### src/design/sfdp_pkg.sv
// Purpose: Shared constants for the discovery table read block
// Assumes: One 50 MHz clock; serial bus pins arrive asynchronously
// Notes:   Table contents live in the design file's lookup function
//
// What this block does
// Command byte, then three address bytes on line 0
// Dummy clocks: 8 extended/dual, 10 quad
// Output starts at address, then advances per byte
// Pointer wraps to zero past 2048 bytes
// Chip select high stops output, abandons command
// Always continuous read, burst wrap ignored
// Bytes 00h-05h: signature and revision 1.0
// Byte 06h header count 00h, 07h FFh
// Bytes 08h-0Fh: parameter header, pointer 30h
// Bytes 10h through 2Fh read FFh
// Byte 30h erase size, granularity, unused ones
// Byte 31h holds 4KB erase opcode 20h
// Bytes 32h-33h fast read support flags, FFh
// Bytes 34h-37h flash size, low byte first
// Bytes 38h-39h quad io read timing, EBh
// Bytes 3Ah-3Bh quad output read timing, 6Bh
// Bytes 3Ch-3Dh dual output read timing, 3Bh
// Bytes 3Eh-3Fh dual io read timing, BBh
// Byte 40h all ones, 41h-45h FFh
// Bytes 46h-49h dual protocol read timing
// Bytes 4Ah-4Bh quad protocol read timing
// Bytes 4Ch-53h erase type size/opcode pairs
// Address bits sampled on rising serial clock
// Opcode 5Ah selects this command
// Undescribed bytes FFh; address above bit 10 ignored
`default_nettype none

package sfdp_pkg;

    // ==========================================
    // Protocol and command
    // ==========================================
    typedef enum logic [1:0] {
        PROTO_EXT  = 2'b00,
        PROTO_DUAL = 2'b01,
        PROTO_QUAD = 2'b10
    } proto_t;

    localparam logic [7:0] OP_DISCOVERY = 8'h5a;

    // ==========================================
    // Frame geometry
    // ==========================================
    localparam int         TABLE_AW     = 11;
    localparam int         CNT_W        = 5;
    localparam logic [4:0] CMD_LAST     = 5'h07;
    localparam logic [4:0] ADDR_LAST    = 5'h17;
    localparam logic [4:0] DUMMY_STD    = 5'h08;
    localparam logic [4:0] DUMMY_QUAD   = 5'h0a;
    localparam logic [2:0] BEATS_EXT    = 3'h0;
    localparam logic [2:0] BEATS_DUAL   = 3'h4;
    localparam logic [2:0] BEATS_QUAD   = 3'h6;
    localparam logic [7:0] BLANK_BYTE   = 8'hff;

    // ==========================================
    // Output lane enables
    // ==========================================
    localparam logic [3:0] OE_EXT       = 4'h2;
    localparam logic [3:0] OE_DUAL      = 4'h3;
    localparam logic [3:0] OE_QUAD      = 4'hf;
    localparam logic [3:0] OE_NONE      = 4'h0;

endpackage

`default_nettype wire

### src/design/discovery_table_read.sv
// Purpose: Discovery parameter table read command inside a serial flash
// Assumes: Serial clock well below clk/4; pins sampled through 2 flops
// Notes:   Command and address always use line 0; data lanes follow mode
`default_nettype none

module discovery_table_read (
    // Clock and reset
    input  wire logic            clk,
    input  wire logic            sys_rst,
    // Serial bus pins
    input  wire logic            spi_sclk,
    input  wire logic            spi_cs_n,
    input  wire logic [3:0]      serial_io_in,
    output logic      [3:0]      serial_io_out,
    output logic      [3:0]      serial_io_oe,
    // Protocol strap
    input  wire sfdp_pkg::proto_t proto_mode,
    // Status
    output logic                 busy
);
    import sfdp_pkg::*;

    // ==========================================
    // State encoding
    // ==========================================
    typedef enum logic [2:0] {
        ST_IDLE   = 3'b000,
        ST_CMD    = 3'b001,
        ST_ADDR   = 3'b010,
        ST_DUMMY  = 3'b011,
        ST_DATA   = 3'b100,
        ST_IGNORE = 3'b101
    } state_t;

    // ==========================================
    // Functions
    // ==========================================
    function automatic logic [7:0] table_byte(input logic [TABLE_AW-1:0] a);
        logic [7:0] b;
        b = BLANK_BYTE;
        case (a)
            11'h000: b = 8'h53;
            11'h001: b = 8'h46;
            11'h002: b = 8'h44;
            11'h003: b = 8'h50;
            11'h004: b = 8'h00;
            11'h005: b = 8'h01;
            11'h006: b = 8'h00;
            11'h007: b = 8'hff;
            11'h008: b = 8'h00;
            11'h009: b = 8'h00;
            11'h00a: b = 8'h01;
            11'h00b: b = 8'h09;
            11'h00c: b = 8'h30;
            11'h00d: b = 8'h00;
            11'h00e: b = 8'h00;
            11'h00f: b = 8'hff;
            11'h030: b = 8'he5;
            11'h031: b = 8'h20;
            11'h032: b = 8'hf1;
            11'h033: b = 8'hff;
            11'h034: b = 8'hff;
            11'h035: b = 8'hff;
            11'h036: b = 8'hff;
            11'h037: b = 8'h07;
            11'h038: b = 8'h29;
            11'h039: b = 8'heb;
            11'h03a: b = 8'h27;
            11'h03b: b = 8'h6b;
            11'h03c: b = 8'h08;
            11'h03d: b = 8'h3b;
            11'h03e: b = 8'h27;
            11'h03f: b = 8'hbb;
            11'h040: b = 8'hff;
            11'h046: b = 8'h28;
            11'h047: b = 8'hbb;
            11'h04a: b = 8'h2a;
            11'h04b: b = 8'heb;
            11'h04c: b = 8'h0c;
            11'h04d: b = 8'h20;
            11'h04e: b = 8'h10;
            11'h04f: b = 8'hd8;
            11'h050: b = 8'h00;
            11'h051: b = 8'h00;
            11'h052: b = 8'h00;
            11'h053: b = 8'h00;
            // 10h-2Fh, 41h-45h, 48h-49h and 54h upward read blank
            default: b = BLANK_BYTE;
        endcase
        return b;
    endfunction

    // Last beat index within one byte for the active lane width
    function automatic logic [2:0] last_beat(input proto_t m);
        logic [2:0] r;
        r = 3'h7;
        case (m)
            PROTO_DUAL: r = 3'h3;
            PROTO_QUAD: r = 3'h1;
            default:    r = 3'h7;
        endcase
        return r;
    endfunction

    function automatic logic [3:0] lane_oe(input proto_t m);
        logic [3:0] r;
        r = OE_EXT;
        case (m)
            PROTO_DUAL: r = OE_DUAL;
            PROTO_QUAD: r = OE_QUAD;
            default:    r = OE_EXT;
        endcase
        return r;
    endfunction

    // ==========================================
    // Input synchronisers
    // ==========================================
    logic       sclk_s1_q;
    logic       sclk_s2_q;
    logic       sclk_s3_q;
    logic       cs_s1_q;
    logic       cs_s2_q;
    logic [3:0] io_s1_q;
    logic [3:0] io_s2_q;
    proto_t     mode_s1_q;
    proto_t     mode_s2_q;

    // Reset values idle the bus: clock low, select high
    always_ff @(posedge clk) begin
        if (sys_rst) begin
            sclk_s1_q <= 1'b0;
            sclk_s2_q <= 1'b0;
            sclk_s3_q <= 1'b0;
            cs_s1_q   <= 1'b1;
            cs_s2_q   <= 1'b1;
            io_s1_q   <= 4'h0;
            io_s2_q   <= 4'h0;
            mode_s1_q <= PROTO_EXT;
            mode_s2_q <= PROTO_EXT;
        end else begin
            sclk_s1_q <= spi_sclk;
            sclk_s2_q <= sclk_s1_q;
            sclk_s3_q <= sclk_s2_q;
            cs_s1_q   <= spi_cs_n;
            cs_s2_q   <= cs_s1_q;
            io_s1_q   <= serial_io_in;
            io_s2_q   <= io_s1_q;
            mode_s1_q <= proto_mode;
            mode_s2_q <= mode_s1_q;
        end
    end

    logic sclk_rise;
    logic sclk_fall;
    logic selected;

    assign sclk_rise = sclk_s2_q & ~sclk_s3_q;
    assign sclk_fall = ~sclk_s2_q & sclk_s3_q;
    assign selected  = ~cs_s2_q;

    // ==========================================
    // Frame registers
    // ==========================================
    state_t                state_q;
    state_t                state_d;
    logic [CNT_W-1:0]      cnt_q;
    logic [7:0]            cmd_sh_q;
    logic [23:0]           addr_sh_q;
    logic [TABLE_AW-1:0]   ptr_q;
    logic [7:0]            out_sh_q;
    logic [2:0]            beat_q;
    proto_t                mode_q;
    logic [4:0]            dummy_last;
    logic [7:0]            cmd_next;
    logic [23:0]           addr_next;
    logic [7:0]            byte_now;

    assign cmd_next   = {cmd_sh_q[6:0], io_s2_q[0]};
    assign addr_next  = {addr_sh_q[22:0], io_s2_q[0]};
    assign dummy_last = (mode_q == PROTO_QUAD) ? DUMMY_QUAD - 5'h01
                                               : DUMMY_STD - 5'h01;
    // A fresh byte is fetched on the first beat of each byte
    assign byte_now   = (beat_q == 3'h0) ? table_byte(ptr_q) : out_sh_q;

    // ==========================================
    // Sequencer
    // ==========================================
    always_comb begin
        state_d = state_q;
        case (state_q)
            ST_IDLE: begin
                if (selected) begin
                    state_d = ST_CMD;
                end
            end
            ST_CMD: begin
                if (sclk_rise && cnt_q == CMD_LAST) begin
                    if (cmd_next == OP_DISCOVERY) begin
                        state_d = ST_ADDR;
                    end else begin
                        state_d = ST_IGNORE;
                    end
                end
            end
            ST_ADDR: begin
                if (sclk_rise && cnt_q == ADDR_LAST) begin
                    state_d = ST_DUMMY;
                end
            end
            ST_DUMMY: begin
                if (sclk_rise && cnt_q == dummy_last) begin
                    state_d = ST_DATA;
                end
            end
            // Stays in data until deselect; no burst length applies
            ST_DATA:   state_d = ST_DATA;
            ST_IGNORE: state_d = ST_IGNORE;
            default:   state_d = ST_IDLE;
        endcase
        if (!selected) begin
            state_d = ST_IDLE;
        end
    end

    always_ff @(posedge clk) begin
        if (sys_rst) begin
            state_q <= ST_IDLE;
        end else begin
            state_q <= state_d;
        end
    end

    // Protocol is frozen per frame so a strap change cannot split a byte
    always_ff @(posedge clk) begin
        if (sys_rst) begin
            mode_q <= PROTO_EXT;
        end else if (state_q == ST_IDLE) begin
            mode_q <= mode_s2_q;
        end
    end

    // ==========================================
    // Bit counter
    // ==========================================
    always_ff @(posedge clk) begin
        if (sys_rst) begin
            cnt_q <= '0;
        end else if (state_q != state_d) begin
            cnt_q <= '0;
        end else if (sclk_rise) begin
            cnt_q <= cnt_q + 5'h01;
        end
    end

    // ==========================================
    // Command and address capture
    // ==========================================
    always_ff @(posedge clk) begin
        if (sys_rst) begin
            cmd_sh_q <= 8'h00;
        end else if (state_q == ST_CMD && sclk_rise) begin
            cmd_sh_q <= cmd_next;
        end
    end

    always_ff @(posedge clk) begin
        if (sys_rst) begin
            addr_sh_q <= 24'h000000;
        end else if (state_q == ST_ADDR && sclk_rise) begin
            addr_sh_q <= addr_next;
        end
    end

    // ==========================================
    // Table pointer
    // ==========================================
    always_ff @(posedge clk) begin
        if (sys_rst) begin
            ptr_q <= '0;
        end else if (state_q == ST_ADDR && sclk_rise && cnt_q == ADDR_LAST) begin
            ptr_q <= addr_next[TABLE_AW-1:0];
        end else if (state_q == ST_DATA && sclk_fall && beat_q == 3'h0) begin
            // Natural overflow of the 11-bit pointer gives the wrap
            ptr_q <= ptr_q + 11'h001;
        end
    end

    // ==========================================
    // Output shifter
    // ==========================================
    always_ff @(posedge clk) begin
        if (sys_rst) begin
            beat_q <= 3'h0;
        end else if (state_q != ST_DATA) begin
            beat_q <= 3'h0;
        end else if (sclk_fall) begin
            if (beat_q == last_beat(mode_q)) begin
                beat_q <= 3'h0;
            end else begin
                beat_q <= beat_q + 3'h1;
            end
        end
    end

    always_ff @(posedge clk) begin
        if (sys_rst) begin
            out_sh_q <= 8'h00;
        end else if (state_q == ST_DATA && sclk_fall) begin
            case (mode_q)
                PROTO_DUAL: out_sh_q <= {byte_now[5:0], 2'b00};
                PROTO_QUAD: out_sh_q <= {byte_now[3:0], 4'h0};
                default:    out_sh_q <= {byte_now[6:0], 1'b0};
            endcase
        end
    end

    // Data changes on the falling edge so the host samples it stable
    always_ff @(posedge clk) begin
        if (sys_rst) begin
            serial_io_out <= 4'h0;
        end else if (state_q == ST_DATA && sclk_fall) begin
            case (mode_q)
                PROTO_DUAL: serial_io_out <= {2'b00, byte_now[7:6]};
                PROTO_QUAD: serial_io_out <= byte_now[7:4];
                default:    serial_io_out <= {2'b00, byte_now[7], 1'b0};
            endcase
        end
    end

    // ==========================================
    // Output enables and status
    // ==========================================
    always_ff @(posedge clk) begin
        if (sys_rst) begin
            serial_io_oe <= OE_NONE;
        end else if (!selected || state_q != ST_DATA) begin
            serial_io_oe <= OE_NONE;
        end else if (sclk_fall) begin
            serial_io_oe <= lane_oe(mode_q);
        end
    end

    always_ff @(posedge clk) begin
        if (sys_rst) begin
            busy <= 1'b0;
        end else begin
            busy <= (state_d == ST_ADDR) || (state_d == ST_DUMMY)
                 || (state_d == ST_DATA);
        end
    end

endmodule

`default_nettype wire

### config.mk
export PLATFORM = sky130hd
export DESIGN_NAME = discovery_table_read
export DESIGN_NICKNAME = d
export VERILOG_FILES = /design/src/design/sfdp_pkg.sv /design/src/design/discovery_table_read.sv
export SDC_FILE = /design/constraint.sdc
export NUM_CORES = 1
export LEC_CHECK = 0
export BUFFER_PORTS_ARGS = -buffer_cell sky130_fd_sc_hd__buf_2
export CORE_UTILIZATION = 42
export CTS_CLUSTER_DIAMETER = 120
export DETAILED_ROUTE_END_ITERATION = 10
export MAX_ROUTING_LAYER = met4
export PLACE_DENSITY = 0.56
export RECOVER_POWER = 50
export SLEW_MARGIN = 25
export SYNTH_ARGS = -nofsm -noshare
export SYNTH_HDL_FRONTEND = slang
export SYNTH_SLANG_ARGS = --single-unit
### constraint.sdc
create_clock -name clk -period 3.65 [get_ports clk]
set_input_delay 0.1825 -clock clk [delete_from_list [all_inputs] [get_ports clk]]
set_output_delay 0.1825 -clock clk [all_outputs]
set_load 0.005 [all_outputs]
==> reports/metrics.csv, run 1 <==
metric;value;unit
cts_sinks;75;
cp_top_family;simple AND/OR/NAND/NOR gates;
ant_nets;0;
synth_edf_count;0;
clkLatencyLatePin;350;ps
wl_per_cell;14.9;um
slew_viol_final;0;
fmax;299;MHz
grt_pass1_vias;3203;
syn2layout_area_growth;11.2;%
r2r_setup_slack;310;ps
netlist_area;4020;sq um
final.min_clock_period;3340;ps
cp_max_fo;12;
whs_endpoint;mode_s1_q[0]$_SDFF_PP0_;
num_vias;3497;
whs;34.9;ps
place_congestion;0.940;
wl;9.45;mm
synth.distinct_cells;73;
holdBufCountCts;1;
worstHoldStart;proto_mode[0];
dieArea;9980;sq um
intPower;1.23;mW
worst_slew_pin_slew;1400;ps
io_pins;19;
cp_num_buf_inv;0;
chipWidth;99.9;um
critPathSlowestCell;or4_4;
track_usage;20.8;%
pwr-share-comb;2.8;%
grt_pass1_wl;16.0;mm
power_density;355;nW/um^2
routed_via_density;5.50;
p_sw;0.359;mW
synth_area_per_cell;8.31;sq um
cts_root_buf;clkbuf_8;
synthArstFlopShare;0;%
first_pass_iters;5;
synth_top_area_cell;dfxtp_1;
core-area;9240;sq um
fin_skew;15.5;ps
startpoint_type;flip-flop;
ctsResizeCount;0;
final_common_cell;dfxtp_1;
required;3860;ps
antenna_found_initial;0;
total_leakage_power;1.69;nW
vdd_drop_max;0.142;mV
max_stage_delay;620;ps
rr_startpoint;sclk_s2_q$_SDFF_PP0_;
cp_cell_sequence;or4b_4 > or4_4 > and3_4 > a221oi_4 > nor2_2 > ha_1 > nor3_1 > a211oi_1 > o31ai_1 > a21oi_1;
rr_worst_depth;10;
end_kind;flip-flop;
status;complete, no violations;
die_y;99.9;um
start_util;43.5;%
worst-endpoint-arrival;3550;ps
max_cap_violations;0;
grt_overflow;0;
layout.nets;527;
rsz0062_at_grt;false;
clk_pin_slew;90;ps
synth_top_area_share;37.3;%
post-cts-setup-buffers;0;
setup_viol;0;
p_sw_share;22.6;%
std_cell_rows;35;
syn-num-nets;509;
period_share;91.5;%
min_delay_path_depth;2;
path_class;flip-flop to flip-flop;
synth_ff_type;dfxtp_1;
synth.ff_latch_count;75;
grt_max_degree;34;
synth.area.top_cells;dfxtp_1, nor2_1, ha_1, a21oi_1, nand2_1;
drc;0;
slew_headroom;6.65;%
synthCells;484;
fin_util;48.4;%
cts-buffers-inserted;9;
first_iter_violations;160;
yosysSeqAreaShare;37.3;%
antenna_cells;0;
pwr-share-seq;52.2;%
power.share.clock;45.1;%
ys_warn_count;0;
tns;0;ps
port_buffers;15;
dp_hpwl;6.64;mm
final_cell_mix;dfxtp_1, nor2_1, nand2_1;
drive_gt1_share;13.2;%
tritoncts;yes;
finalHoldViolCount;0;
cts_buffer_depth;2;
hold_path.class;input port to flip-flop;
htree_num_levels;3;
==> power by group through the flow <==
stage          combinational [mW]  sequential [mW]  clock, mW
3_3_place_gp               0.0441            0.848          0
6_report                   0.0438            0.829      0.716
3_5_place_dp               0.0442            0.848          0
4_1_cts                    0.0453            0.829      0.738
5_1_grt                    0.0483            0.830      0.778
2_1_floorplan              0.0315            0.847          0
==> synthesized netlist by cell type (all sizes together) (2+ instances only) <==
| cell type | number |
|---|---|
| a221o | 3 |
| nor2b | 15 |
| o211ai | 2 |
| a31oi | 3 |
| a211oi | 11 |
| or4b | 2 |
| or3 | 4 |
| o22ai | 4 |
| nand2b | 3 |
| xnor2 | 6 |
| ha | 15 |
| nand4 | 6 |
| dfxtp | 75 |
| inv | 24 |
| a32o | 2 |
| o221ai | 3 |
| nor3 | 10 |
| a221oi | 6 |
| buf | 12 |
| nor2 | 63 |
| nor4bb | 2 |
| xor2 | 7 |
| nor4 | 9 |
| o2111ai | 2 |
| o22a | 6 |
| a22oi | 5 |
| o21ai | 18 |
| or2 | 3 |
| mux2i | 15 |
| nand2 | 50 |
| o31ai | 3 |
| nand3 | 13 |
| clkbuf | 14 |
| and3 | 8 |
| nand4bb | 2 |
| nand3b | 2 |
| a21oi | 37 |
| and2 | 4 |
| or4 | 2 |
==> area by class of cell <==
cell class	count	area, sq um
fill	921	4760
multi-input combinational	358	2290
sequential	75	1500
timing repair buffer	33	200
tap	129	161
clock buffer	9	124
clock inverter	7	101
inverter	25	96.3
==> per-stage QoR <==
stage | instance area, sq um | total power [mW] | worst slack (ps) | cells
detailed placement | 4250 | 0.892 | 375 | 619
finish | 4480 | 1.59 | 309 | 636
floorplan | 4020 | 0.878 | 589 | 484
global route | 4480 | 1.66 | 149 | 636
CTS | 4490 | 1.61 | 343 | 636
global placement | 4250 | 0.892 | 375 | 619
==> worst reg2reg max path, delay by kind of cell (launching register included) <==
family / cells / cell delay (ps)
AND/OR/NAND/NOR: 5 / 1790
AO/OA/AOI/OAI: 4 / 680
flip-flops: 1 / 400
adder cells (fa/ha/maj): 1 / 340
==> cells by family (layout without fill, tap and decap cells) <==
family / count (synthesis) / count (layout) / share of synthesized area [%]
fa+ha+maj: 15 / 15 / 4.66
simple gates: 201 / 201 / 25.8
mux: 15 / 15 / 3.73
xor+xnor: 13 / 13 / 2.83
compound gates: 114 / 114 / 19.9
buf+inv: 51 / 74 / 5.75
flops: 75 / 75 / 37.3
==> routing by layer <==
metal	wire length (um)	up-vias	share of wire [%]	global-route usage (%)
met1	4780	1658	51	28.6
met2	4170	72	44	30.6
li1	-	1756	-	-
met5	0	-	0	-
met4	129	0	1.4	6.67
met3	371	11	3.9	4.25
==> worst max path at each step <==
stage / end / cells after the start / start
3_5_place_dp: flip-flop / 10 / sclk_s3_q$_SDFF_PP0_
2_1_floorplan: flip-flop / 12 / state_q[2]$_SDFF_PP0_
6_report: flip-flop / 10 / sclk_s2_q$_SDFF_PP0_
3_3_place_gp: flip-flop / 10 / sclk_s3_q$_SDFF_PP0_
5_1_grt: flip-flop / 10 / sclk_s2_q$_SDFF_PP0_
4_1_cts: flip-flop / 10 / sclk_s2_q$_SDFF_PP0_
Power figures use the tool's default switching activity.
==> run 2: changes to the inputs <==
--- a/config.mk
+++ b/config.mk
@@ -11,7 +11,6 @@
 export DETAILED_ROUTE_END_ITERATION = 10
 export MAX_ROUTING_LAYER = met4
 export PLACE_DENSITY = 0.56
-export RECOVER_POWER = 50
 export SLEW_MARGIN = 25
 export SYNTH_ARGS = -nofsm -noshare
 export SYNTH_HDL_FRONTEND = slang
==> constraint.sdc (replaced) <==
create_clock -name clk -period 3.65 [get_ports clk]
set_input_delay 0.1825 -clock clk [delete_from_list [all_inputs] [get_ports clk]]
set_output_delay 0.1825 -clock clk [all_outputs]
set_load 0.01 [all_outputs]
==> run 2 against run 1 <==
  * Global-route usage unchanged
  * Clock skew about the same
  * Total power about the same
  * Fmax up 0.25%
  * Worst setup slack better by 8.4 ps
  * Utilization up 0.14 points
  * Sequential cell count unchanged
  * Highest routed layer unchanged
==> reports/metrics.csv, run 2 (synthesized netlist as in run 1, its figures left out) <==
metric;value;unit
post-cts-setup-buffers;0;
antenna_found_initial;0;
slew_viol_final;0;
final.min_clock_period;3330;ps
rr_worst_depth;10;
core-area;9240;sq um
period_share;91.3;%
die_y;99.9;um
start_util;43.5;%
clk_pin_slew;90;ps
whs;34.9;ps
p_sw;0.360;mW
std_cell_rows;35;
ant_nets;0;
htree_num_levels;3;
tritoncts;yes;
intPower;1.23;mW
port_buffers;15;
worstHoldStart;proto_mode[0];
final_common_cell;dfxtp_1;
first_pass_iters;5;
p_sw_share;22.6;%
top_layer;met4;
max_cap_violations;0;
ctsResizeCount;0;
min_delay_path_depth;2;
holdBufCountCts;1;
wl_met3;410;um
hold_path.class;input port to flip-flop;
num_vias;3520;
grt_max_degree;34;
required;3860;ps
final_cell_mix;dfxtp_1, nor2_1, nand2_1;
end_kind;flip-flop;
setup_viol;0;
rr_startpoint;sclk_s2_q$_SDFF_PP0_;
slew_headroom;56.6;%
total_leakage_power;1.72;nW
rsz0062_at_grt;false;
worst_slew_pin_slew;644;ps
layout.nets;527;
pwr-share-comb;2.8;%
p_total;1.59;mW
fmax;300;MHz
dp_hpwl;6.64;mm
worst-endpoint-arrival;3550;ps
whs_endpoint;mode_s1_q[0]$_SDFF_PP0_;
nFillCells;913;
wl;9.45;mm
max_stage_delay;620;ps
place_congestion;0.940;
status;complete, no violations;
cts_sinks;75;
fin_util;48.6;%
tns;0;ps
power.share.clock;45.0;%
power_density;354;nW/um^2
routed_via_density;5.53;
fin_skew;15.7;ps
syn2layout_area_growth;11.5;%
clkLatencyLatePin;350;ps
cts-buffers-inserted;9;
finalHoldViolCount;0;
grt_pass1_wl;16.0;mm
wl_per_cell;14.9;um
pwr-share-seq;52.1;%
chipWidth;99.9;um
grt_pass1_vias;3203;
startpoint_type;flip-flop;
dieArea;9980;sq um
io_pins;19;
design_area;4490;sq um
first_iter_violations;175;
grt_overflow;0;
cts_buffer_depth;2;
drive_gt1_share;14.6;%
critPathSlowestCell;or4_4;
cp_cell_sequence;or4b_4 > or4_4 > and3_4 > a221oi_4 > nor2_2 > ha_1 > nor3_1 > a211oi_1 > o31ai_1 > a21oi_1;
r2r_setup_slack;320;ps
track_usage;20.8;%
antenna_cells;0;
dr_wl_met2;4.18;mm
cts_root_buf;clkbuf_8;
vdd_drop_max;0.142;mV
drc;0;
wl_met1;4.74;mm
placed_area;4250;sq um
path_class;flip-flop to flip-flop;
cp_max_fo;12;
run 2: cell count changes in the layout (fill, tap and decap cells not counted), sizes merged:
cell,before,now
clkbuf,15,9
buf,26,32
run 2: worst max-delay path by stage:
| stage | slack (ps) | startpoint | depth (start not counted) | end |
|---|---|---|---|---|
| CTS | 340 | sclk_s2_q$_SDFF_PP0_ | 10 | flip-flop |
| global route | 150 | sclk_s2_q$_SDFF_PP0_ | 10 | flip-flop |
| finish | 320 | sclk_s2_q$_SDFF_PP0_ | 10 | flip-flop |
| global placement | 370 | sclk_s3_q$_SDFF_PP0_ | 10 | flip-flop |
| floorplan | 590 | state_q[2]$_SDFF_PP0_ | 12 | flip-flop |
| detailed placement | 370 | sclk_s3_q$_SDFF_PP0_ | 10 | flip-flop |
run 2: power by group through the flow:
stage                     clock, mW  sequential (mW)  combinational (mW)
after floorplan                   0            0.847              0.0315
after global placement            0            0.848              0.0441
after detailed placement          0            0.848              0.0442
after CTS                     0.738            0.829              0.0453
after global routing          0.778            0.830              0.0491
final                         0.716            0.829              0.0448
run 2: routing by layer:
metal / vias to the layer above / GRT usage, %
li1: 1755 / -
met2: 91 / 30.6
met4: 0 / 6.67
met1: 1663 / 28.6
met3: 11 / 4.25
met5: - / -
run 2: worst max-delay path, delay by kind of cell (launching register included):
kind            cells  cell delay, ps
flops               1             400
fa+ha+maj           1             330
simple gates        5            1790
compound gates      4             680
run 2: final cells by class:
class | count | area (sq um) | share of cell area [%]
inverters | 25 | 96.3 | 2.15
flip-flops and latches | 75 | 1500 | 33.5
clock inverters | 7 | 101 | 2.26
clock buffers | 9 | 124 | 2.76
multi-input cells | 358 | 2290 | 51.0
repair buffers | 33 | 213 | 4.74
well taps | 129 | 161 | 3.60
run 2: through the flow:
step / setup WS, ps / std cells
5_1_grt: 149 / 636
3_5_place_dp: 375 / 619
4_1_cts: 343 / 636
3_3_place_gp: 375 / 619
6_report: 318 / 636
2_1_floorplan: 589 / 484
